**src/logic/swc_cfg.svh**
```systemverilog
// Constants for the standby and wake control block.
// Operation
// - The standby-select bit decides which low-power mode a sleep instruction enters.
// - Standby-select 0 gives sleep, subsleep, subactive or the wait before active, by register two; 1 gives standby.
// - Waking into active mode from standby or sub modes holds CPU and peripherals.
// - Wake-wait codes 000..111 give 8192,16384,32768,65536,131072,1024,128,16 states.
// - Watch sample rate bit: 0 samples at clock/16, 1 at clock/4.
// - Reserved low bits of power control one always read zero.
// - Mode choice also uses sleep-mode, low-speed and direct-transfer bits of register two.
`ifndef SWC_CFG_SVH
`define SWC_CFG_SVH

// ----------------------------------------------------------------------------
// Register map
// ----------------------------------------------------------------------------
`define SWC_OFS_PC1 32'h0000_0000
`define SWC_OFS_PC2 32'h0000_0004
`define SWC_OFS_STAT 32'h0000_0008

// ----------------------------------------------------------------------------
// Field positions and reset values
// ----------------------------------------------------------------------------
`define SWC_PC1_STANDBY_SELECT 7
`define SWC_PC1_WW_HI 6
`define SWC_PC1_WW_LO 4
`define SWC_PC1_NSEL 3
`define SWC_PC1_RSV_MASK 8'h07
`define SWC_PC2_SMSEL 7
`define SWC_PC2_LSON 6
`define SWC_PC2_DTON 5
`define SWC_PC2_WMASK 8'he0
`define SWC_PC1_RESET 8'h00
`define SWC_PC2_RESET 8'h00

// ----------------------------------------------------------------------------
// Timing counts in clock states
// ----------------------------------------------------------------------------
`define SWC_WAIT_000 8192
`define SWC_WAIT_001 16384
`define SWC_WAIT_010 32768
`define SWC_WAIT_011 65536
`define SWC_WAIT_100 131072
`define SWC_WAIT_101 18'h00400
`define SWC_WAIT_110 18'h00080
`define SWC_WAIT_111 18'h00010
`define SWC_SAMP_DIV_SLOW 4'hf
`define SWC_SAMP_DIV_FAST 4'h3

`endif

```
**src/logic/swc_pkg.sv**
```systemverilog
// Types shared by the standby and wake control block.
package swc_pkg;

  typedef enum logic [2:0]
  {
    swc_m_active = 3'b000,
    swc_m_sleep = 3'b001,
    swc_m_subactive = 3'b010,
    swc_m_subsleep = 3'b011,
    swc_m_standby = 3'b100,
    swc_m_wait = 3'b101
  } swc_mode_t;

  typedef logic [17:0] swc_count_t;

endpackage

```
**src/logic/swc_top.sv**
```systemverilog
// Power control registers, low-power mode sequencer and wake wait.
`include "swc_cfg.svh"

module swc_top
#(
  parameter int unsigned WAIT_000_STATES = `SWC_WAIT_000,
  parameter int unsigned WAIT_001_STATES = `SWC_WAIT_001,
  parameter int unsigned WAIT_010_STATES = `SWC_WAIT_010,
  parameter int unsigned WAIT_011_STATES = `SWC_WAIT_011,
  parameter int unsigned WAIT_100_STATES = `SWC_WAIT_100
)
(
  input wire logic clk_i,
  input wire logic rst_i,
  input wire logic ce_i,
  input wire logic wb_cyc_i,
  input wire logic wb_stb_i,
  input wire logic wb_we_i,
  input wire logic [31:0] wb_adr_i,
  input wire logic [3:0] wb_sel_i,
  input wire logic [31:0] wb_dat_i,
  output logic [31:0] wb_dat_o,
  output logic wb_ack_o,
  input wire logic sleep_exec_i,
  input wire logic wake_irq_i,
  output swc_pkg::swc_mode_t mode_o,
  output logic cpu_hold_o,
  output logic periph_hold_o,
  output logic watch_sample_o
);
  import swc_pkg::*;

  logic [7:0] pc1;
  logic [7:0] pc2;
  swc_mode_t state;
  swc_mode_t next_state;
  logic timer_busy;
  swc_count_t timer_remain;
  logic timer_load;
  logic [3:0] samp_cnt;
  logic [3:0] samp_lim;
  logic wr_hit;

  // ----------------------------------------------------------------------------
  // Helpers
  // ----------------------------------------------------------------------------
  function automatic swc_count_t wait_states(input logic [2:0] code);
    case (code)
      3'b000: wait_states = swc_count_t'(WAIT_000_STATES);
      3'b001: wait_states = swc_count_t'(WAIT_001_STATES);
      3'b010: wait_states = swc_count_t'(WAIT_010_STATES);
      3'b011: wait_states = swc_count_t'(WAIT_011_STATES);
      3'b100: wait_states = swc_count_t'(WAIT_100_STATES);
      3'b101: wait_states = `SWC_WAIT_101;
      3'b110: wait_states = `SWC_WAIT_110;
      default: wait_states = `SWC_WAIT_111;
    endcase
  endfunction

  // Target of a sleep instruction from active or subactive operation.
  function automatic swc_mode_t sleep_target(input logic [7:0] r1, input logic [7:0] r2,
                                             input logic from_sub);
    if (r1[`SWC_PC1_STANDBY_SELECT])
      sleep_target = swc_m_standby;
    else if (r2[`SWC_PC2_DTON] && r2[`SWC_PC2_LSON] && !from_sub)
      sleep_target = swc_m_subactive;
    else if (r2[`SWC_PC2_DTON] && !r2[`SWC_PC2_LSON] && from_sub)
      sleep_target = swc_m_wait;
    else if (r2[`SWC_PC2_SMSEL] && r2[`SWC_PC2_LSON])
      sleep_target = swc_m_subsleep;
    else
      sleep_target = from_sub ? swc_m_subsleep : swc_m_sleep;
  endfunction

  // ----------------------------------------------------------------------------
  // Wishbone slave
  // ----------------------------------------------------------------------------
  assign wr_hit = wb_cyc_i && wb_stb_i && wb_we_i && !wb_ack_o && wb_sel_i[0];

  always_ff @(posedge clk_i)
  begin
    if (rst_i)
      wb_ack_o <= 1'b0;
    else if (ce_i)
      wb_ack_o <= wb_cyc_i && wb_stb_i && !wb_ack_o;
  end

  // Unmapped reads return zero; the status word is read-only.
  always_ff @(posedge clk_i)
  begin
    if (rst_i)
      wb_dat_o <= 32'h0000_0000;
    else if (ce_i && wb_cyc_i && wb_stb_i && !wb_ack_o)
    begin
      case (wb_adr_i)
        `SWC_OFS_PC1: wb_dat_o <= {24'h000000, pc1 & ~`SWC_PC1_RSV_MASK};
        `SWC_OFS_PC2: wb_dat_o <= {24'h000000, pc2};
        `SWC_OFS_STAT: wb_dat_o <= {28'h0000000, timer_busy, state};
        default: wb_dat_o <= 32'h0000_0000;
      endcase
    end
  end

  always_ff @(posedge clk_i)
  begin
    if (rst_i)
    begin
      pc1 <= `SWC_PC1_RESET;
      pc2 <= `SWC_PC2_RESET;
    end
    else if (ce_i && wr_hit)
    begin
      if (wb_adr_i == `SWC_OFS_PC1)
        pc1 <= wb_dat_i[7:0] & ~`SWC_PC1_RSV_MASK;
      if (wb_adr_i == `SWC_OFS_PC2)
        pc2 <= wb_dat_i[7:0] & `SWC_PC2_WMASK;
    end
  end

  // ----------------------------------------------------------------------------
  // Mode sequencer
  // ----------------------------------------------------------------------------
  // A wake from plain sleep keeps the system clock running, so no wait is needed.
  always_comb
  begin
    next_state = state;
    case (state)
      swc_m_active:
        if (sleep_exec_i)
          next_state = sleep_target(pc1, pc2, 1'b0);
      swc_m_subactive:
        if (sleep_exec_i)
          next_state = sleep_target(pc1, pc2, 1'b1);
      swc_m_sleep:
        if (wake_irq_i)
          next_state = swc_m_active;
      swc_m_subsleep:
        if (wake_irq_i)
          next_state = pc2[`SWC_PC2_LSON] ? swc_m_subactive : swc_m_wait;
      swc_m_standby:
        if (wake_irq_i)
          next_state = swc_m_wait;
      swc_m_wait:
        if (timer_busy && timer_remain == 18'h00000)
          next_state = swc_m_active;
      default:
        next_state = swc_m_active;
    endcase
  end

  always_ff @(posedge clk_i)
  begin
    if (rst_i)
      state <= swc_m_active;
    else if (ce_i)
      state <= next_state;
  end

  assign timer_load = next_state == swc_m_wait && state != swc_m_wait;

  swc_wake_timer u_timer
  (
    .clk_i(clk_i),
    .rst_i(rst_i),
    .ce_i(ce_i),
    .load_i(timer_load),
    .load_val_i(wait_states(pc1[`SWC_PC1_WW_HI:`SWC_PC1_WW_LO])),
    .busy_o(timer_busy),
    .remain_o(timer_remain)
  );

  assign mode_o = state;
  assign cpu_hold_o = state != swc_m_active && state != swc_m_subactive;
  assign periph_hold_o = state == swc_m_standby || state == swc_m_wait;

  // ----------------------------------------------------------------------------
  // Watch clock sampling strobe
  // ----------------------------------------------------------------------------
  // The new limit applies at once; a count already past it wraps without a strobe, so a short glitch period is avoided.
  assign samp_lim = pc1[`SWC_PC1_NSEL] ? `SWC_SAMP_DIV_FAST : `SWC_SAMP_DIV_SLOW;

  always_ff @(posedge clk_i)
  begin
    if (rst_i)
    begin
      samp_cnt <= 4'h0;
      watch_sample_o <= 1'b0;
    end
    else if (ce_i)
    begin
      watch_sample_o <= samp_cnt == samp_lim;
      if (samp_cnt >= samp_lim)
        samp_cnt <= 4'h0;
      else
        samp_cnt <= samp_cnt + 4'h1;
    end
  end
endmodule // swc_top

```
**src/logic/swc_wake_timer.sv**
```systemverilog
// Down counter that times the clock-stabilisation wait.
module swc_wake_timer
(
  input wire logic clk_i,
  input wire logic rst_i,
  input wire logic ce_i,
  input wire logic load_i,
  input wire swc_pkg::swc_count_t load_val_i,
  output logic busy_o,
  output swc_pkg::swc_count_t remain_o
);
  import swc_pkg::*;

  // ----------------------------------------------------------------------------
  // Counter
  // ----------------------------------------------------------------------------
  // Busy stays high for exactly load_val_i enabled cycles after the load.
  always_ff @(posedge clk_i)
  begin
    if (rst_i)
    begin
      busy_o <= 1'b0;
      remain_o <= 18'h00000;
    end
    else if (ce_i)
    begin
      if (load_i)
      begin
        busy_o <= 1'b1;
        remain_o <= load_val_i - 18'h00001;
      end
      else if (busy_o)
      begin
        if (remain_o == 18'h00000)
          busy_o <= 1'b0;
        else
          remain_o <= remain_o - 18'h00001;
      end
    end
  end

endmodule // swc_wake_timer

```
**config.mk**
```make
export PLATFORM = sky130hd
export DESIGN_NAME = swc_top
export DESIGN_NICKNAME = d
export VERILOG_FILES = /design/src/logic/swc_pkg.sv /design/src/logic/swc_top.sv /design/src/logic/swc_wake_timer.sv
export VERILOG_INCLUDE_DIRS = /design/src /design/src/logic
export SDC_FILE = /design/constraint.sdc
export NUM_CORES = 1
export LEC_CHECK = 0
export BUFFER_PORTS_ARGS = -buffer_cell sky130_fd_sc_hd__buf_2
export CAP_MARGIN = 20
export CORE_MARGIN = 2
export CORE_UTILIZATION = 29
export CTS_CLUSTER_DIAMETER = 50
export CTS_CLUSTER_SIZE = 8
export DETAILED_ROUTE_END_ITERATION = 6
export SLEW_MARGIN = 0
export SYNTH_ARGS = -nofsm -noshare
export SYNTH_HDL_FRONTEND = slang
export SYNTH_SLANG_ARGS = --single-unit
```
**constraint.sdc**
```tcl
create_clock -name clk_i -period 4.02 [get_ports clk_i]
set_input_delay 0.402 -clock clk_i [delete_from_list [all_inputs] [get_ports clk_i]]
set_output_delay 0.402 -clock clk_i [all_outputs]
set_load 0.02 [all_outputs]
```
==> out/summary.txt <==
Post-DP Area - 0.00315 mm2
DRT Wirelength - 7280 um
Setup Skew - 0.00605 ns
Clock-pin slew on the worst setup and hold paths - 0.09 ns
Clock power frac - 35.1%
Die ar. - 0.0106 mm2
Pleak - 1.38 nW
Fin. max-slew vios - 0
Min-Delay Startpoint - wb_dat_i[3]
Via Count - 2,737
EDFF count, synth - 0
Final core occ - 33.8%
CTS Root Cell - clkbuf_8
Max cap viols - 0
Num rows - 36
Clock sink total - 44
Starting DRC count in detailed routing - 168
WL/cell - 13.4 um
Netlist cell types - 61
Synthesis-stage register bit count - 44
First-pass GRT wire length - 12,000 um
Largest net degree at the start of global routing - 50
Setup bufs post-CTS - 0
Required time of the worst setup path - 4.18 ns
Placed Cells - 534
PwrDens - 308 mW/mm2
Post-synth top flop - dfxtp_1
Outcome - completed
P_sw - 0.305 mW
# IOs - 115
Reg2reg start - mode_o[0]
Final min period - 3.17 ns
Switching share of power - 30.4%
Worst-case clock buffer depth - 2
Initial core utilization - 29.5%
Non-Filler Instances - 542
Ant. Diodes - 0
Synthesized cell area - 0.00284 mm2
Least-Margin Pin Slew - 0.867 ns
First-pass iteration count of the detailed router - 5
Cell area after layout - 0.00326 mm2
Final Hold Fails - 0
CTS resizes - 0
Hold/Removal Path Class - in -> reg
Seq/Total Area, Yosys - 31.0%
CP Capture Type - flop
Mapped Cells - 361
Most frequent cells in the layout - buf_2, dfxtp_1, nor2_1
Async set-reset flop share out of synthesis - 0%
Final GP Congestion - 0.838
Commonest non-fill, non-tap cell in the layout - buf_2
RSZ-0062 raised after global routing - false
Final worst setup slack - 0.845 ns
Logic gate share of total power - 18.9%
Number of port buffers - 60
Number of global-route vias before repair - 2,496
Tot Pwr - 1.00 mW
Worst skew pair latency - 0.31 ns
CTS tree - yes
Flop pwr share - 46.0%
Setup TNS - 0 ns
Setup Crit Path Kind - reg -> reg
Cell internal pwr - 0.699 mW
Area grow syn2layout - 14.6%
Max_slew headroom - 42.2%
Worst VDD drop - 0.000144 V
Synth Area per Inst - 7.87 um2
DRC Markers - 0
Core area - 0.00964 mm2
Number of synthesis warnings - 0
Setup violators final - 0
Final hold slack - 0.321 ns
CP max FO - 13
Total gr overflow - 0
Hpwl dp - 5280 um
Place WS - 0.931 ns
CP arrival - 3.33 ns
ANT nets after route - 0
Startpoint Class - flop
Initial antenna violation count - 0
H-tree levels - 2
Final net count - 488
Tot GR Track Use - 14.1%
CTS buffer count - 5
Fin crit share - 79.0%
Die W - 103 um
Max frequency - 315 MHz
Via density - 5.05
Hold_buf cts - 0
Setup crit start - mode_o[0]
Die Y - 103 um
Share of layout cells above drive strength 1 - 20.0%
[critical path, stage by stage (launching register included)]
cell and delay, ns:
dfxtp_1 0.60, nand4b_1 0.15, a21oi_1 0.20, o21bai_2 0.16, nand3_1 0.22, nand2_1 0.13
ha_1 0.38, nand3_1 0.24, or3b_1 0.50, nor2_1 0.12, o21ai_1 0.06, a21oi_1 0.17
a21oi_1 0.08
[routing by layer]
layer,track usage (%),vias up,routed length [um]
li1,-,1374,-
met1,19.0,1288,3400
met2,22.5,67,3470
met3,3.46,8,328
met4,3.85,0,80
met5,0,-,0
[state kept, by name, summed over array words and instances (netlist names)]
signal and flops:
pc1 5, pc2 3, mode_o 3, wb_ack_o 1, watch_sample_o 1, u_timer.remain_o 18, samp_cnt 4, wb_dat_o 8
u_timer.busy_o 1
[final cells by class]
type	instances	area [um2]
clock buffer	5	68.8
timing repair buffer	63	323
fill	1029	6380
inverter	8	30.0
clock inverter	3	42.5
tap	133	166
multi-input combinational	286	1750
sequential	44	881
[worst paths after layout]
kind	depth (start not counted)	slack (ns)	endpoint
min	3	0.32	pc1[3]
max reg2reg	12	0.85	u_timer.remain_o[14]
min reg2reg	2	0.46	wb_dat_o[5]
max	12	0.85	u_timer.remain_o[14]
[Yosys cell counts, types with 5 or more instances]
library cell | count | share of area, %
a21oi_1 | 27 | 4.8
clkbuf_1 | 15 | 2.0
nor3_1 | 12 | 2.1
a31oi_1 | 6 | 1.3
nand2b_1 | 5 | 1.1
nand2_1 | 25 | 3.3
inv_1 | 8 | 1.1
a22oi_1 | 7 | 1.8
mux2i_1 | 14 | 4.9
a21o_1 | 5 | 1.3
buf_4 | 25 | 6.6
dfxtp_1 | 44 | 31
o21ai_1 | 7 | 1.2
nor2_1 | 34 | 4.5
nand4_1 | 7 | 1.5
o21ai_0 | 9 | 1.6
nand3_1 | 15 | 2.6
or3_1 | 5 | 1.1
and3_1 | 6 | 1.3
nor4_1 | 12 | 2.6
[logic make-up (layout without fill, tap and decap cells)]
logic type / Yosys count / after routing / share of synthesized area [%]
multiplexers: 17 / 17 / 6.12
other: 1 / 24 / 0.132
AND/OR/NAND/NOR: 148 / 148 / 28.5
buffers and inverters: 54 / 79 / 10.6
AO/OA/AOI/OAI: 91 / 91 / 21.3
XOR/XNOR: 2 / 2 / 0.617
adder cells (fa/ha/maj): 4 / 4 / 1.76
flip-flops: 44 / 44 / 31.0
[power groups by stage]
stage / sequential, mW / combinational (mW) / clock [mW]
after detailed placement: 0.472 / 0.189 / 0
after CTS: 0.462 / 0.190 / 0.360
after global routing: 0.464 / 0.210 / 0.383
after floorplan: 0.468 / 0.154 / 0
final: 0.462 / 0.190 / 0.353
after global placement: 0.471 / 0.185 / 0
Power figures use the tool's default switching activity.
